--- src/design/dfcf_defines.vh ---
// Purpose: shared constants of the differential clock fanout control block
// Assumes: 10 MHz system clock
// Notes:   offsets, field positions, reset values and timing counts
`ifndef DFCF_DEFINES_VH
`define DFCF_DEFINES_VH

`define DFCF_NUM_PAIRS     18
`define DFCF_LOW_GRP_TOP   4
`define DFCF_IND_TOP       14
`define DFCF_REG_FREQ      8'h00
`define DFCF_FREQ_MSB      2
`define DFCF_FREQ_LATCH    2
`define DFCF_FREQ_RST      3'h5
`define DFCF_FREQ_LOW_BITS 2'h1
`define DFCF_FREQ_RSVD     3'h7
`define DFCF_ADDR_BASE     8'hD4
`define DFCF_MODE_LOBW     2'h0
`define DFCF_MODE_BYP      2'h1
`define DFCF_MODE_HIBW     2'h3
`define DFCF_CLK_NS        100
`define DFCF_PD_EN_US      300
`define DFCF_PD_EN_CYC     ((`DFCF_PD_EN_US * 1000) / `DFCF_CLK_NS)
// wake-up wait in clocks; leaves room for the pair latency inside the 300 us limit
`define DFCF_PD_SETTLE_CYC 12'h9C4
`define DFCF_OE_LAT_MIN    4
`define DFCF_OE_LAT_MAX    12

`endif

--- src/design/dfcf_pair_gate.v ---
// Purpose: enable gating of one differential output pair
// Assumes: ref_lvl and want_en are already synchronised to clk
// Notes:   outside force_off, enable changes only while the reference is low, so no runt pulse
`timescale 1ns/1ps
`include "dfcf_defines.vh"

module dfcf_pair_gate #(
  parameter LAT = `DFCF_OE_LAT_MIN
) (
  input  wire clk,
  input  wire rst_b,
  input  wire ref_lvl,
  input  wire ref_tick,
  input  wire want_en,
  input  wire force_off,
  output reg  out_true_q,
  output reg  out_comp_q,
  output reg  out_oe_n_q
);

  reg       en_q;
  reg [3:0] cnt_q;

  always @(posedge clk or negedge rst_b)
  begin
    if (!rst_b)
    begin
      en_q  <= 1'b0;
      cnt_q <= 4'h0;
    end
    else if (force_off)
    begin
      // power-down cuts the pair at once, no boundary wait
      en_q  <= 1'b0;
      cnt_q <= 4'h0;
    end
    else if (want_en != en_q)
    begin
      if (cnt_q >= LAT[3:0] && !ref_lvl)
      begin
        en_q  <= want_en;
        cnt_q <= 4'h0;
      end
      else if (ref_tick && cnt_q < LAT[3:0])
        cnt_q <= cnt_q + 4'h1;
    end
    else
      cnt_q <= 4'h0;
  end

  always @(posedge clk or negedge rst_b)
  begin
    if (!rst_b)
    begin
      out_true_q <= 1'b0;
      out_comp_q <= 1'b0;
      out_oe_n_q <= 1'b1;
    end
    else
    begin
      // true and complement follow the reference
      out_true_q <= en_q & ref_lvl;
      out_comp_q <= en_q & ~ref_lvl;
      out_oe_n_q <= ~en_q;
    end
  end

endmodule

--- src/design/dfcf_top.v ---
// Purpose: control logic of an 18-pair differential clock fanout buffer
// Assumes: pins arrive asynchronous; reference clocks slower than clk / 2
// Notes:   SMBus slave exposes byte 0 only; analog PLL lives outside
// Function
// - eighteen true/complement output pairs follow the selected reference
// - rate strap low gives 133 MHz, high gives 100 MHz
// - byte 0 bit 2 holds latched rate strap, bits 1:0 become 01
// - software writes byte 0 bits 2:0 for other rates; 111 is reserved
// - trilevel mode pin: low low-bandwidth, mid bypass, high high-bandwidth
// - power-good rising edge latches straps, then PLL runs unless in bypass mode, outputs enable
// - power-good low stops PLL and floats every output pair
// - reference select low routes second input, high the first
// - pairs 5 to 14 each have an active-low enable
// - one active-low enable drives pairs 15, 16 and 17
// - one active-low enable drives pairs 0 through 4
// - two address straps give target address D4, D6, D8, DA
// - target address depends on the straps only, not on the mode
// - pair starts or stops 4 to 12 reference cycles after enable change
// - outputs enabled within 300 us after power-good rises
`timescale 1ns/1ps
`include "dfcf_defines.vh"

module dfcf_top #(
  parameter OE_LAT = `DFCF_OE_LAT_MIN
) (
  input  wire        clk,
  input  wire        rst_b,
  input  wire        ref_clock_first,
  input  wire        ref_clock_second,
  input  wire        ref_select,
  input  wire        rate_strap,
  input  wire [1:0]  pll_mode_trilevel,
  input  wire        power_good_powerdown_n,
  input  wire        target_addr_strap_hi,
  input  wire        target_addr_strap_lo,
  input  wire [9:0]  pair_enable_n,
  input  wire        upper_group_enable_n,
  input  wire        lower_group_enable_n,
  input  wire        smb_clk,
  input  wire        smb_dat_in,
  output wire        smb_dat_out,
  output wire        smb_dat_oe_n,
  output wire [17:0] clock_out_pair_true,
  output wire [17:0] clock_out_pair_comp,
  output wire [17:0] clock_out_pair_oe_n,
  output reg         pll_run_q,
  output reg         pll_bypass_q,
  output reg         pll_high_bw_q,
  output reg  [2:0]  freq_code_q
);

  localparam NS = 23;
  localparam S_IDLE  = 3'h0;
  localparam S_ADDR  = 3'h1;
  localparam S_ACK   = 3'h2;
  localparam S_RX    = 3'h3;
  localparam S_TX    = 3'h4;
  localparam S_TXACK = 3'h5;
  localparam [11:0] PD_CYC = `DFCF_PD_SETTLE_CYC;

  // two-stage synchroniser for every pin
  reg  [NS-1:0] sync1_q;
  reg  [NS-1:0] sync2_q;
  wire [NS-1:0] pins = {ref_clock_first, ref_clock_second, ref_select, rate_strap,
                        pll_mode_trilevel, power_good_powerdown_n, target_addr_strap_hi,
                        target_addr_strap_lo, pair_enable_n, upper_group_enable_n,
                        lower_group_enable_n, smb_clk, smb_dat_in};

  always @(posedge clk or negedge rst_b)
  begin
    if (!rst_b)
    begin
      sync1_q <= {NS{1'b0}};
      sync2_q <= {NS{1'b0}};
    end
    else
    begin
      sync1_q <= pins;
      sync2_q <= sync1_q;
    end
  end

  wire       s_ref_a  = sync2_q[22];
  wire       s_ref_b  = sync2_q[21];
  wire       s_sel    = sync2_q[20];
  wire       s_rate   = sync2_q[19];
  wire [1:0] s_mode   = sync2_q[18:17];
  wire       s_pgd    = sync2_q[16];
  wire [1:0] s_astrap = sync2_q[15:14];
  wire [9:0] s_ind_n  = sync2_q[13:4];
  wire       s_up_n   = sync2_q[3];
  wire       s_lo_n   = sync2_q[2];
  wire       s_scl    = sync2_q[1];
  wire       s_sda    = sync2_q[0];

  wire ref_lvl = s_sel ? s_ref_a : s_ref_b;

  reg        ref_prev_q;
  reg        pgd_prev_q;
  reg [1:0]  mode_lat_q;
  reg [1:0]  astrap_q;
  reg [11:0] pd_cnt_q;
  wire       ref_tick = ref_lvl & ~ref_prev_q;
  wire       pgd_rise = s_pgd & ~pgd_prev_q;
  wire       live     = s_pgd && (pd_cnt_q == PD_CYC);

  always @(posedge clk or negedge rst_b)
  begin
    if (!rst_b)
    begin
      ref_prev_q <= 1'b0;
      pgd_prev_q <= 1'b0;
      mode_lat_q <= `DFCF_MODE_LOBW;
      astrap_q   <= 2'h0;
      pd_cnt_q   <= 12'h000;
    end
    else
    begin
      ref_prev_q <= ref_lvl;
      pgd_prev_q <= s_pgd;
      if (pgd_rise)
      begin
        mode_lat_q <= s_mode;
        astrap_q   <= s_astrap;
      end
      if (!s_pgd || pgd_rise)
        pd_cnt_q <= 12'h000;
      else if (pd_cnt_q != PD_CYC)
        pd_cnt_q <= pd_cnt_q + 12'h001;
    end
  end

  // mode decode; PLL stops while powered down
  always @(posedge clk or negedge rst_b)
  begin
    if (!rst_b)
    begin
      pll_run_q     <= 1'b0;
      pll_bypass_q  <= 1'b0;
      pll_high_bw_q <= 1'b0;
    end
    else
    begin
      pll_bypass_q  <= (mode_lat_q == `DFCF_MODE_BYP);
      pll_high_bw_q <= (mode_lat_q == `DFCF_MODE_HIBW);
      pll_run_q     <= s_pgd && !pgd_rise && (mode_lat_q != `DFCF_MODE_BYP);
    end
  end

  wire [17:0] want_en = {18{live}} & ~{{3{s_up_n}}, s_ind_n, {5{s_lo_n}}};

  genvar gi;
  generate
    for (gi = 0; gi < `DFCF_NUM_PAIRS; gi = gi + 1)
    begin : g_pair
      dfcf_pair_gate #(
        .LAT (OE_LAT)
      ) u_gate (
        .clk        (clk),
        .rst_b      (rst_b),
        .ref_lvl    (ref_lvl),
        .ref_tick   (ref_tick),
        .want_en    (want_en[gi]),
        .force_off  (~s_pgd),
        .out_true_q (clock_out_pair_true[gi]),
        .out_comp_q (clock_out_pair_comp[gi]),
        .out_oe_n_q (clock_out_pair_oe_n[gi])
      );
    end
  endgenerate

  wire [7:0] target_addr = `DFCF_ADDR_BASE + {5'h00, astrap_q, 1'b0};

  // SMBus target
  reg [2:0] st_q;
  reg [3:0] bit_q;
  reg [7:0] sh_q;
  reg [7:0] ptr_q;
  reg       rw_q;
  reg       first_q;
  reg       drv_q;
  reg       scl_prev_q;
  reg       sda_prev_q;
  wire      scl_rise = s_scl & ~scl_prev_q;
  wire      scl_fall = ~s_scl & scl_prev_q;
  wire      bus_start = s_scl & scl_prev_q & sda_prev_q & ~s_sda;
  wire      bus_stop  = s_scl & scl_prev_q & ~sda_prev_q & s_sda;
  wire      wr_hit = scl_fall && st_q == S_RX && bit_q == 4'h8 && !first_q
                     && ptr_q == `DFCF_REG_FREQ;

  function [7:0] rd_val;
    input [7:0] p;
    input [2:0] f;
    begin
      rd_val = (p == `DFCF_REG_FREQ) ? {5'h00, f} : 8'h00;
    end
  endfunction

  wire [7:0] rd_cur = rd_val(ptr_q, freq_code_q);
  wire [7:0] rd_nxt = rd_val(ptr_q + 8'h01, freq_code_q);

  assign smb_dat_out  = 1'b0;
  assign smb_dat_oe_n = ~drv_q;

  always @(posedge clk or negedge rst_b)
  begin
    if (!rst_b)
    begin
      st_q       <= S_IDLE;
      bit_q      <= 4'h0;
      sh_q       <= 8'h00;
      ptr_q      <= 8'h00;
      rw_q       <= 1'b0;
      first_q    <= 1'b0;
      drv_q      <= 1'b0;
      scl_prev_q <= 1'b0;
      sda_prev_q <= 1'b0;
    end
    else
    begin
      scl_prev_q <= s_scl;
      sda_prev_q <= s_sda;
      if (bus_start)
      begin
        st_q    <= S_ADDR;
        bit_q   <= 4'h0;
        first_q <= 1'b1;
        drv_q   <= 1'b0;
      end
      else if (bus_stop)
      begin
        st_q  <= S_IDLE;
        drv_q <= 1'b0;
      end
      else if (scl_rise)
      begin
        case (st_q)
          S_ADDR, S_RX:
          begin
            sh_q  <= {sh_q[6:0], s_sda};
            bit_q <= bit_q + 4'h1;
          end
          S_TX:    bit_q <= bit_q + 4'h1;
          // master nack ends the read
          S_TXACK: if (s_sda) st_q <= S_IDLE;
          default: bit_q <= bit_q;
        endcase
      end
      else if (scl_fall)
      begin
        case (st_q)
          S_ADDR:
            if (bit_q == 4'h8)
            begin
              if (sh_q[7:1] == target_addr[7:1])
              begin
                rw_q  <= sh_q[0];
                drv_q <= 1'b1;
                st_q  <= S_ACK;
              end
              else
                st_q <= S_IDLE;
            end
          S_RX:
            if (bit_q == 4'h8)
            begin
              drv_q   <= 1'b1;
              st_q    <= S_ACK;
              first_q <= 1'b0;
              ptr_q   <= first_q ? sh_q : ptr_q + 8'h01;
            end
          S_ACK:
          begin
            bit_q <= 4'h0;
            if (rw_q)
            begin
              sh_q  <= rd_cur;
              drv_q <= ~rd_cur[7];
              st_q  <= S_TX;
            end
            else
            begin
              drv_q <= 1'b0;
              st_q  <= S_RX;
            end
          end
          S_TX:
            if (bit_q == 4'h8)
            begin
              drv_q <= 1'b0;
              st_q  <= S_TXACK;
            end
            else
            begin
              sh_q  <= {sh_q[6:0], 1'b0};
              drv_q <= ~sh_q[6];
            end
          S_TXACK:
          begin
            ptr_q <= ptr_q + 8'h01;
            bit_q <= 4'h0;
            sh_q  <= rd_nxt;
            drv_q <= ~rd_nxt[7];
            st_q  <= S_TX;
          end
          default: st_q <= S_IDLE;
        endcase
      end
    end
  end

  // byte 0 frequency code; a strap latch wins over a same-cycle write
  always @(posedge clk or negedge rst_b)
  begin
    if (!rst_b)
      freq_code_q <= `DFCF_FREQ_RST;
    else if (pgd_rise)
      // latch rate strap into bit 2
      freq_code_q <= {s_rate, `DFCF_FREQ_LOW_BITS};
    else if (wr_hit && sh_q[`DFCF_FREQ_MSB:0] != `DFCF_FREQ_RSVD)
      freq_code_q <= sh_q[`DFCF_FREQ_MSB:0];
  end

endmodule

--- config.mk ---
export PLATFORM = sky130hd
export DESIGN_NAME = dfcf_top
export DESIGN_NICKNAME = d
export VERILOG_FILES = /design/src/design/dfcf_pair_gate.v /design/src/design/dfcf_top.v
export VERILOG_INCLUDE_DIRS = /design/src /design/src/design
export SDC_FILE = /design/constraint.sdc
export NUM_CORES = 1
export LEC_CHECK = 0
export ABC_AREA = 1
export BUFFER_PORTS_ARGS = -buffer_cell sky130_fd_sc_hd__buf_2
export CORE_AREA = 4 4 151 153
export CTS_BUF_LIST = sky130_fd_sc_hd__clkbuf_4 sky130_fd_sc_hd__clkbuf_8
export DETAILED_ROUTE_END_ITERATION = 10
export DIE_AREA = 0 0 155 157
export PLACE_DENSITY = 0.67
export SETUP_SLACK_MARGIN = 0.5
export SLEW_MARGIN = 20
export SYNTH_ARGS = -nofsm -noshare
export SYNTH_HDL_FRONTEND = slang
export SYNTH_SLANG_ARGS = --single-unit
export TNS_END_PERCENT = 50
--- constraint.sdc ---
create_clock -name clk -period 2.1 [get_ports clk]
set_clock_uncertainty 0.15 [all_clocks]
set_input_delay 0.63 -clock clk [delete_from_list [all_inputs] [get_ports clk]]
set_output_delay 0.63 -clock clk [all_outputs]
set_load 0.01 [all_outputs]
==> metrics.yaml, run 1 <==
synthesis:
  syn_inst: 1121
  yosys_warnings: 0
  synth_cell_types: 38
  seq_area_frac_synth_pct: 57.7
  syn_area_mm2: 0.0105
  avgSynthCellArea_um2: 9.40
  synthFlopType: "dfrtp_1"
  async_flop_share_pct: 100
  synth.area.top_cells: "dfrtp_1 53%, inv_1 7.1%, nor2_1 5.4%, o21ai_0 5.0%, dfstp_2 5.0%"
  synth_top_area_share_pct: 52.7
  synth.most_common_cell: "dfrtp_1"
  ys_seq_elements: 242
  synth_common_cells: "222 x dfrtp_1, 198 x inv_1, 152 x nor2_1"
  synth_area_leader_cell: "dfrtp_1"
  synth-edff-count: 0
  synth_nets: 1173
power_and_ir_drop:
  switching_share_pct: 23.4
  power_leakage_uw: 0.00615
  p_int_uw: 7450
  combPwrFrac_pct: 5.9
  p_total_uw: 9720
  powerDensity_mw_per_mm2: 729
  vdd_drop_max_uv: 626
  seq_power_share_pct: 49.9
  pwr-share-clk_pct: 44.2
  power_switching_uw: 2270
clock_network:
  cts_buffers: 41
  clk-insertion-delay-late_ns: 0.54
  clk_pin_slew_ns: 0.06
  numClockSinks: 242
  htree_levels: 2
  cts_tree: "built"
  ctsLongestPathBuffers: 3
  clock-root-buffer: "clkbuf_8"
sta:
  fin_crit_ns: 1.96
  setup_viol: 0
  max_freq_mhz: 511
  grt_setup_unrepaired: "yes"
  tns_ns: 0
  slew_violations: 0
  hold_viol: 0
  slew_headroom_pct: 57.7
  period_share_pct: 93.2
  worst_pin_slew_ns: 0.628
layout:
  fin_nets: 1293
  finalNonFillerCells: 1552
  utilization_pct: 61.9
  drive_gt1_share_pct: 31.6
  antenna_cells: 0
  syn_to_final_growth_pct: 26.6
grt:
  grt_antenna_before_repair: 0
  grt_pass1_vias: 7648
  grt_pass1_wl_um: 36200
  grt_usage_pct: 18.0
  grt_max_degree: 46
  grt_overflow: 0
die:
  die_height_um: 157
  dieArea_mm2: 0.0243
  row_count: 54
  boundaryPins: 87
  core_area_mm2: 0.0216
  start_util_pct: 48.9
  die_w_um: 155
setup_path:
  critical_path_peak_fanout: 1
  crit_family: "flip-flops"
  rrSetupSlack_ns: 0.19
  worstPathCellList: "buf_6"
  crit_slowest_cell: "dfstp_2"
  arrival_ns: 1.18
  max_stage_delay_ns: 0.55
  critPathLaunchType: "flop"
  cp.required_ns: 1.32
  crit_path_end_kind: "primary output"
  critPathBufInv: 1
  critPathKind: "reg -> out"
place:
  gp_congestion: 0.894
  hpwl_um: 13600
  place_inst: 1438
  io_buffer_count: 85
detailed_routing:
  wire_per_inst_um: 13.8
  drt-initial-drc-count: 372
  drc: 0
  vias: 7627
  antenna_left: 0
  vias_per_cell: 4.91
  drt-pass1-iter-count: 5
  routed_wirelength_um: 21400
job:
  cap_viol_max_count: 0
status:
  outcome: "finished clean"
min_path:
  hp-class: "in -> reg"
[layer usage]
metal | GRT usage (%) | share of wire, % | up-vias
met2 | 30.2 | 49 | 168
met5 | 0 | 0 | -
met3 | 3.96 | 5.4 | 43
met4 | 6.39 | 2.6 | 0
met1 | 23.3 | 43 | 3689
li1 | - | - | 3727
[cell families after synthesis]
group	share of synthesized area [%]
DFF	57.7
AOI/OAI and AO/OA	7.08
adders and majority gates	3.21
buffers and inverters	12.0
other	0.0356
xor gates and xnor gates	1.75
and+or+nand+nor	18.2
[placed cells by master (no fill, tap or decap), types with 12 or more instances in the layout]
| cell | netlist | layout |
|---|---|---|
| a21oi_1 | 19 | 16 |
| buf_2 | 4 | 63 |
| buf_4 | 57 | 39 |
| buf_6 | 3 | 29 |
| clkbuf_4 | 0 | 16 |
| clkbuf_8 | 0 | 51 |
| dfrtp_1 | 222 | 217 |
| dfstp_2 | 20 | 20 |
| ha_1 | 27 | 22 |
| inv_1 | 198 | 186 |
| inv_2 | 2 | 13 |
| nand2_1 | 130 | 98 |
| nand2_2 | 8 | 12 |
| nand2_4 | 1 | 27 |
| nand3_1 | 80 | 58 |
| nand3_2 | 1 | 13 |
| nand4_4 | 0 | 15 |
| nor2_1 | 152 | 115 |
| nor2_2 | 1 | 36 |
| o21ai_0 | 106 | 94 |
| o21ai_1 | 4 | 12 |
| xor2_1 | 21 | 21 |
[stage by stage]
step	worst slack, ns	hold slack, ns	instance area (um2)
after floorplan	0.412	0.181	10600
after global placement	0.243	0.182	11100
after detailed placement	0.188	0.185	11100
after CTS	0.115	0.0156	13000
after global routing	0.0512	0.0140	13300
final	0.142	0.0479	13300
[power groups by stage]
stage	registers (uW)	logic (uW)	clock network, uW
floorplan	4910	257	0
global placement	4920	492	0
detailed placement	4930	499	0
CTS	4850	554	4430
global route	4860	653	4670
finish	4850	576	4290
[flip-flops by register name (all words and copies together), names as in the netlist, 3 cells and up]
signal and flops:
bit_q 4, freq_code_q 3, g_pair.u_gate.cnt_q 72, g_pair.u_gate.en_q 18, g_pair.u_gate.out_comp_q 18, g_pair.u_gate.out_oe_n_q 18
g_pair.u_gate.out_true_q 18, pd_cnt_q 12, ptr_q 8, sh_q 8, st_q 3, sync1_q 23
sync2_q 23
[area by class of cell]
class                           count  area (um2)
Inverter                          200         753
Fill cell                        1713        8210
Clock buffer                       67         822
Clock inverter                      7        45.0
Tap cell                          280         350
Sequential cell                   242        6090
Timing Repair Buffer              147        1260
Multi-Input combinational cell    609        4020
[timing repair]
item                                   in CTS  in global routing
setup endpoints to repair                 183                190
pin swaps                                  42                 40
cloned                                      5                  1
buffers inserted                           24                  9
hold buffers                                1                  0
resized for setup                         144                 82
endpoints found under the hold margin      36                  0
[final timing paths]
| kind | start | end | cells after the start |
|---|---|---|---|
| hold / removal | pair_enable_n[8] | sync1_q[12] | 1 |
| max in group asynchronous | rst_b | g_pair[12].u_gate.out_oe_n_q | 3 |
| hold reg to reg | sync1_q[18] | sync2_q[18] | 0 |
| min in group asynchronous | rst_b | sh_q[5] | 2 |
| setup reg to reg | pd_cnt_q[0] | g_pair[16].u_gate.cnt_q[1] | 12 |
| setup / recovery | g_pair[17].u_gate.out_oe_n_q | clock_out_pair_oe_n[17] | 1 |
Power figures use the tool's default switching activity.
==> run 2, diff against run 1 <==
--- a/config.mk
+++ b/config.mk
@@ -6,13 +6,14 @@
 export SDC_FILE = /design/constraint.sdc
 export NUM_CORES = 1
 export LEC_CHECK = 0
-export ABC_AREA = 1
+export ABC_AREA = 0
 export BUFFER_PORTS_ARGS = -buffer_cell sky130_fd_sc_hd__buf_2
-export CORE_AREA = 4 4 151 153
+export CAP_MARGIN = 0
+export CORE_AREA = 4 4 150 152
 export CTS_BUF_LIST = sky130_fd_sc_hd__clkbuf_4 sky130_fd_sc_hd__clkbuf_8
 export DETAILED_ROUTE_END_ITERATION = 10
-export DIE_AREA = 0 0 155 157
-export PLACE_DENSITY = 0.67
+export DIE_AREA = 0 0 154 156
+export PLACE_DENSITY = 0.68
 export SETUP_SLACK_MARGIN = 0.5
 export SLEW_MARGIN = 20
 export SYNTH_ARGS = -nofsm -noshare
==> metrics.yaml, run 2 <==
status:
  outcome: "finished with violations"
  violations: "negative setup slack"
setup_path:
  reg2reg_to: "g_pair[4].u_gate.cnt_q[0]"
  critPathKind: "reg -> reg"
  ff2ff_path_depth: 6
  crit_path_end_kind: "flop"
  crit_start: "pd_cnt_q[4]"
  r2r-start: "pd_cnt_q[4]"
  rrSetupSlack_ns: -0.09
  critical_path_peak_fanout: 5
  arrival_ns: 2.49
  critPathLaunchType: "flop"
  cp.required_ns: 2.40
die:
  boundaryPins: 87
  die_height_um: 156
  start_util_pct: 49.7
  core_area_mm2: 0.0210
  row_count: 53
  dieArea_mm2: 0.0240
  die_w_um: 154
layout:
  fin_nets: 1131
  largest_reg_flops: 72
  drive_gt1_share_pct: 39.8
  layout_common_cells: "218 x dfrtp_1, 119 x nor2_1, 67 x buf_4"
  regMostFlops: "g_pair.u_gate.cnt_q"
  num-fill-cells: 1492
  reg_top3: "g_pair.u_gate.cnt_q x72, sync1_q x23, sync2_q x23"
  postLayoutCellArea_mm2: 0.0135
  final_common_cell: "dfrtp_1"
  syn_to_final_growth_pct: 29.1
  finalNonFillerCells: 1383
  antenna_cells: 0
power_and_ir_drop:
  combPwrFrac_pct: 7.6
  p_int_uw: 7600
  switching_share_pct: 23.3
  power_leakage_uw: 0.00593
  powerDensity_mw_per_mm2: 735
  vdd_drop_max_uv: 506
  seq_power_share_pct: 49.1
  pwr-share-clk_pct: 43.3
  power_switching_uw: 2310
sta:
  grt_setup_unrepaired: "yes"
  max_freq_mhz: 457
  setup_viol: 56
  fin_crit_ns: 2.19
  hold_viol: 0
  worst_pin_slew_ns: 0.757
  fin_ws_ns: -0.0902
  whs_ns: 0.0664
  tns_ns: -1.86
  slew_headroom_pct: 49.0
  slew_violations: 0
  period_share_pct: 104
detailed_routing:
  antenna_left: 0
  wire_per_inst_um: 16.4
  drt-pass1-iter-count: 5
  drt-initial-drc-count: 445
  vias_per_cell: 5.28
  vias: 7299
  drc: 0
  routed_wirelength_um: 22600
synthesis:
  synth_common_cells: "222 x dfrtp_1, 135 x nor2_1, 55 x buf_4"
  syn_inst: 934
  synth.most_common_cell: "dfrtp_1"
  syn_area_mm2: 0.0104
  synth.area.top_cells: "dfrtp_1 53%, dfstp_2 5.0%, nor2_1 4.9%, buf_4 4.0%, ha_1 3.2%"
  synth_cell_types: 67
  yosys_warnings: 0
  avgSynthCellArea_um2: 11.2
  synth-edff-count: 0
  seq_area_frac_synth_pct: 58.2
  synth_top_area_share_pct: 53.2
  async_flop_share_pct: 100
  ys_seq_elements: 242
  synth_area_leader_cell: "dfrtp_1"
  synthFlopType: "dfrtp_1"
  synth_nets: 986
clock_network:
  numClockSinks: 242
  cts_buffers: 41
  clock-root-buffer: "clkbuf_8"
  clk-insertion-delay-late_ns: 0.52
  clk_pin_slew_ns: 0.06
  ctsLongestPathBuffers: 3
  htree_levels: 2
  cts_tree: "built"
place:
  gp_congestion: 0.870
  place_area_mm2: 0.0112
  io_buffer_count: 85
  hpwl_um: 13600
  place_inst: 1266
  pre_cts_ws_ns: -0.0523
grt:
  grt_usage_pct: 18.5
  grt_pass1_vias: 7450
  grt_pass1_wl_um: 36700
  grt_overflow: 0
  grt_antenna_before_repair: 0
  grt_max_degree: 54
min_path:
  hp-class: "in -> reg"
  hold_depth: 1
  holdPathEnd: "sync1_q[21]"
  worstHoldStart: "ref_clock_second"
job:
  cap_viol_max_count: 0
run 2: changes by cell type after synthesis, moves of 26 or more:
| cell | change |
|---|---|
| nor3_1 | +32 |
| xnor2_1 | +26 |
| nand2_1 | -95 |
| o21ai_0 | -64 |
| inv_1 | -148 |
| nand3_1 | -58 |
run 2: timing repair:
action / 4_1_cts / 5_1_grt
hold buffers: 1 / 0
pin swaps: 41 / 74
gates resized for setup: 104 / 118
buffers inserted: 21 / 20
setup endpoints to repair: 203 / 213
endpoints found under the hold margin: 21 / 0
cloned: 2 / 1
run 2: worst max path at each step:
stage                                       endpoint  cells past startpoint
after floorplan            g_pair[1].u_gate.cnt_q[0]                      8
after global placement    g_pair[11].u_gate.cnt_q[0]                      8
after detailed placement  g_pair[11].u_gate.cnt_q[2]                      8
after CTS                  g_pair[4].u_gate.cnt_q[0]                      7
after global routing       g_pair[3].u_gate.cnt_q[1]                      6
final                      g_pair[4].u_gate.cnt_q[0]                      6
run 2: kinds of logic after synthesis:
group / count (synthesis) / synth area share (%)
mux: 29 / 2.85
simple gates: 312 / 15.3
other cells: 1 / 0.0359
compound gates: 151 / 9.65
flops: 242 / 58.2
fa+ha+maj: 27 / 3.24
buf+inv: 135 / 7.20
xor+xnor: 37 / 3.46
run 2: critical path, cell delays in order (launching register included):
cell	delay, ns
dfrtp_1	0.37
or3b_4	0.41
buf_4	0.15
or4_4	0.53
xnor2_2	0.20
nand3_2	0.15
nor2_1	0.14
run 2: through the flow:
step | utilization, % | total power, uW
floorplan | - | 5220
global route | 64.2 | 10300
detailed placement | 53.5 | 5540
CTS | 61.0 | 9960
global placement | 53.5 | 5530
finish | 64.2 | 9920
run 2: power by group through the flow:
stage / clock network (uW) / logic, uW / registers, uW
after detailed placement: 0 / 597 / 4940
final: 4300 / 752 / 4870
after global placement: 0 / 594 / 4930
after CTS: 4420 / 686 / 4860
after floorplan: 0 / 287 / 4930
after global routing: 4650 / 823 / 4870
run 2: cell type report:
type | instances | area (um2) | share of cell area (%)
multi-input combinational | 558 | 4410 | 32.7
timing repair buffer | 184 | 1590 | 11.8
tap | 275 | 344 | 2.55
inverter | 52 | 200 | 1.48
sequential | 242 | 6090 | 45.1
clock inverter | 9 | 76.3 | 0.566
clock buffer | 63 | 786 | 5.83
run 2: routing by layer:
metal	track usage (%)	share of wire [%]	routed length [um]
met4	5.97	2.4	541
met1	23.6	42	9470
met2	32.0	52	11700
met3	3.66	4.1	936
met5	0	0	0
==> run 3, diff against run 2 <==
--- a/config.mk
+++ b/config.mk
@@ -9,14 +9,17 @@
 export ABC_AREA = 0
 export BUFFER_PORTS_ARGS = -buffer_cell sky130_fd_sc_hd__buf_2
 export CAP_MARGIN = 0
-export CORE_AREA = 4 4 150 152
+export CELL_PAD_IN_SITES_DETAIL_PLACEMENT = 0
+export CELL_PAD_IN_SITES_GLOBAL_PLACEMENT = 1
+export CORE_AREA = 4 4 147 149
 export CTS_BUF_LIST = sky130_fd_sc_hd__clkbuf_4 sky130_fd_sc_hd__clkbuf_8
 export DETAILED_ROUTE_END_ITERATION = 10
-export DIE_AREA = 0 0 154 156
-export PLACE_DENSITY = 0.68
+export DIE_AREA = 0 0 151 153
+export PLACE_DENSITY_LB_ADDON = 0.1
 export SETUP_SLACK_MARGIN = 0.5
 export SLEW_MARGIN = 20
 export SYNTH_ARGS = -nofsm -noshare
 export SYNTH_HDL_FRONTEND = slang
+export SYNTH_HIERARCHICAL = 1
 export SYNTH_SLANG_ARGS = --single-unit
 export TNS_END_PERCENT = 50
==> metrics.yaml, run 3 <==
status:
  outcome: "finished with violations"
  violations: "negative setup slack"
setup_path:
  arrival_ns: 2.90
  r2r-start: "pd_cnt_q[3]"
  crit_path_end_kind: "flop"
  setup.worst_path.end: "g_pair[10].u_gate/cnt_q[2]"
  worstPathCellList: "or4b_4, buf_6, or4_4, nor2_4, xnor2_1, or3_4, nor2_4"
  cp.required_ns: 2.42
  ff2ff_path_depth: 7
  reg2reg_to: "g_pair[10].u_gate/cnt_q[2]"
  rrSetupSlack_ns: -0.48
  crit_start: "pd_cnt_q[3]"
  critPathLaunchType: "flop"
  crit_slowest_cell: "or4b_4"
  critical_path_peak_fanout: 6
  max_stage_delay_ns: 0.56
  critPathMostFrequentCell: "nor2_4"
  critPathKind: "reg -> reg"
clock_network:
  cts_buffers: 41
  htree_levels: 2
  ctsLongestPathBuffers: 3
  clk_pin_slew_ns: 0.06
  numClockSinks: 242
  cts_tree: "built"
  clk-insertion-delay-late_ns: 0.54
  clock-root-buffer: "clkbuf_8"
place:
  pre_cts_ws_ns: -0.547
  hpwl_um: 13700
  gp_congestion: 0.842
  io_buffer_count: 85
synthesis:
  syn_area_mm2: 0.0101
  avgSynthCellArea_um2: 11.8
  seq_area_frac_synth_pct: 60.5
  synth_nets: 903
  synth_top_area_share_pct: 55.3
  synth_cell_types: 63
  synth_common_cells: "222 x dfrtp_1, 138 x nor2_1, 53 x inv_1"
  synthFlopType: "dfrtp_1"
  synth-edff-count: 0
  yosys_warnings: 6
  synth.most_common_cell: "dfrtp_1"
  ys_seq_elements: 242
  async_flop_share_pct: 100
  synth.area.top_cells: "dfrtp_1 55%, dfstp_2 5.2%, nor2_1 5.2%, mux2i_1 4.4%, ha_1 3.5%"
  syn_inst: 850
  synth_area_leader_cell: "dfrtp_1"
grt:
  grt_max_degree: 63
  grt_overflow: 0
  grt_pass1_vias: 7719
  grt_pass1_wl_um: 37100
  grt_usage_pct: 19.5
  grt_antenna_before_repair: 0
layout:
  utilization_pct: 66.7
  fin_nets: 1115
  reg_top3: "g_pair.u_gate/cnt_q x72, sync1_q x23, sync2_q x23"
  antenna_cells: 0
  num-fill-cells: 1504
  syn_to_final_growth_pct: 33.8
  drive_gt1_share_pct: 42.5
  layout_common_cells: "216 x dfrtp_1, 82 x nor2_1, 62 x buf_4"
  largest_reg_flops: 72
  final_common_cell: "dfrtp_1"
  regMostFlops: "g_pair.u_gate/cnt_q"
die:
  start_util_pct: 49.8
  row_count: 52
  die_w_um: 151
  dieArea_mm2: 0.0231
  boundaryPins: 87
  die_height_um: 153
  core_area_mm2: 0.0202
detailed_routing:
  wire_per_inst_um: 16.0
  drt-pass1-iter-count: 5
  drt-initial-drc-count: 361
  vias: 7060
  drc: 0
  vias_per_cell: 5.17
  antenna_left: 0
  routed_wirelength_um: 21900
sta:
  setup_viol: 87
  fin_ws_ns: -0.479
  period_share_pct: 123
  hold_viol: 0
  max_freq_mhz: 388
  grt_setup_unrepaired: "yes"
  worst_pin_slew_ns: 0.504
  tns_ns: -33.15
  fin_crit_ns: 2.58
  slew_headroom_pct: 66.4
  slew_violations: 0
power_and_ir_drop:
  power_leakage_uw: 0.00598
  p_total_uw: 10600
  powerDensity_mw_per_mm2: 787
  vdd_drop_max_uv: 511
job:
  cap_viol_max_count: 0
min_path:
  hp-class: "in -> reg"
## run 3: kinds of logic after synthesis
group | after synthesis | share of synthesized area [%]
mux | 49 | 4.94
flops | 242 | 60.5
other cells | 1 | 0.0373
compound gates | 109 | 7.85
simple gates | 309 | 16.5
fa+ha+maj | 28 | 3.49
xor+xnor | 46 | 4.01
buf+inv | 66 | 2.70
## run 3: report_power, final
group	switching [uW]	internal, uW
combinational	552	503
clock	1870	2730
sequential	121	4800
## run 3: through the flow
step           hold WS, ns  std cells  instance area [um2]
3_5_place_dp         0.185       1252                11300
3_3_place_gp         0.182       1252                11300
2_1_floorplan        0.181        850                10100
6_report            0.0514       1365                13400
4_1_cts            0.00770       1354                13000
5_1_grt            0.00490       1365                13400
## run 3: critical path, delay by kind of cell, from the launching register on
family                 cells  cell delay (ns)
XOR/XNOR                   1             0.08
buffers and inverters      1             0.14
flip-flops                 1             0.38
AND/OR/NAND/NOR            5             1.78
## run 3: worst min-delay path by stage
stage / from / slack, ns / endpoint / depth (start not counted)
after floorplan: rst_b / 0.18 / astrap_q[0] / 0
after global placement: sync1_q[15] / 0.18 / sync2_q[15] / 0
after detailed placement: sync1_q[3] / 0.18 / sync2_q[3] / 0
after CTS: upper_group_enable_n / 0.008 / sync1_q[3] / 1
after global routing: pair_enable_n[7] / 0.005 / sync1_q[11] / 1
final: upper_group_enable_n / 0.05 / sync1_q[3] / 1
## run 3: area by class of cell
type	instances	area (um2)	area share, %
multi-input cells	543	4350	32.4
clock buffers	67	860	6.39
well taps	270	338	2.51
clock inverters	9	81.3	0.605
inverters	53	201	1.50
flip-flops and latches	242	6090	45.3
repair buffers	181	1520	11.3
## run 3: what timing repair did
| item | in CTS | in global routing |
|---|---|---|
| hold buffers | 1 | 0 |
| cloned | 3 | 0 |
| gates resized for setup | 125 | 85 |
| setup buffers | 22 | 11 |
| setup endpoints to repair | 190 | 193 |
| pin swaps | 78 | 51 |
| hold endpoints to repair | 43 | 0 |
## run 3: per-layer routing
layer  part of all wire (%)  track usage [%]
met5                      0                0
met4                    2.1             6.13
met3                    4.2             4.00
met2                     52             33.3
met1                     42             25.0
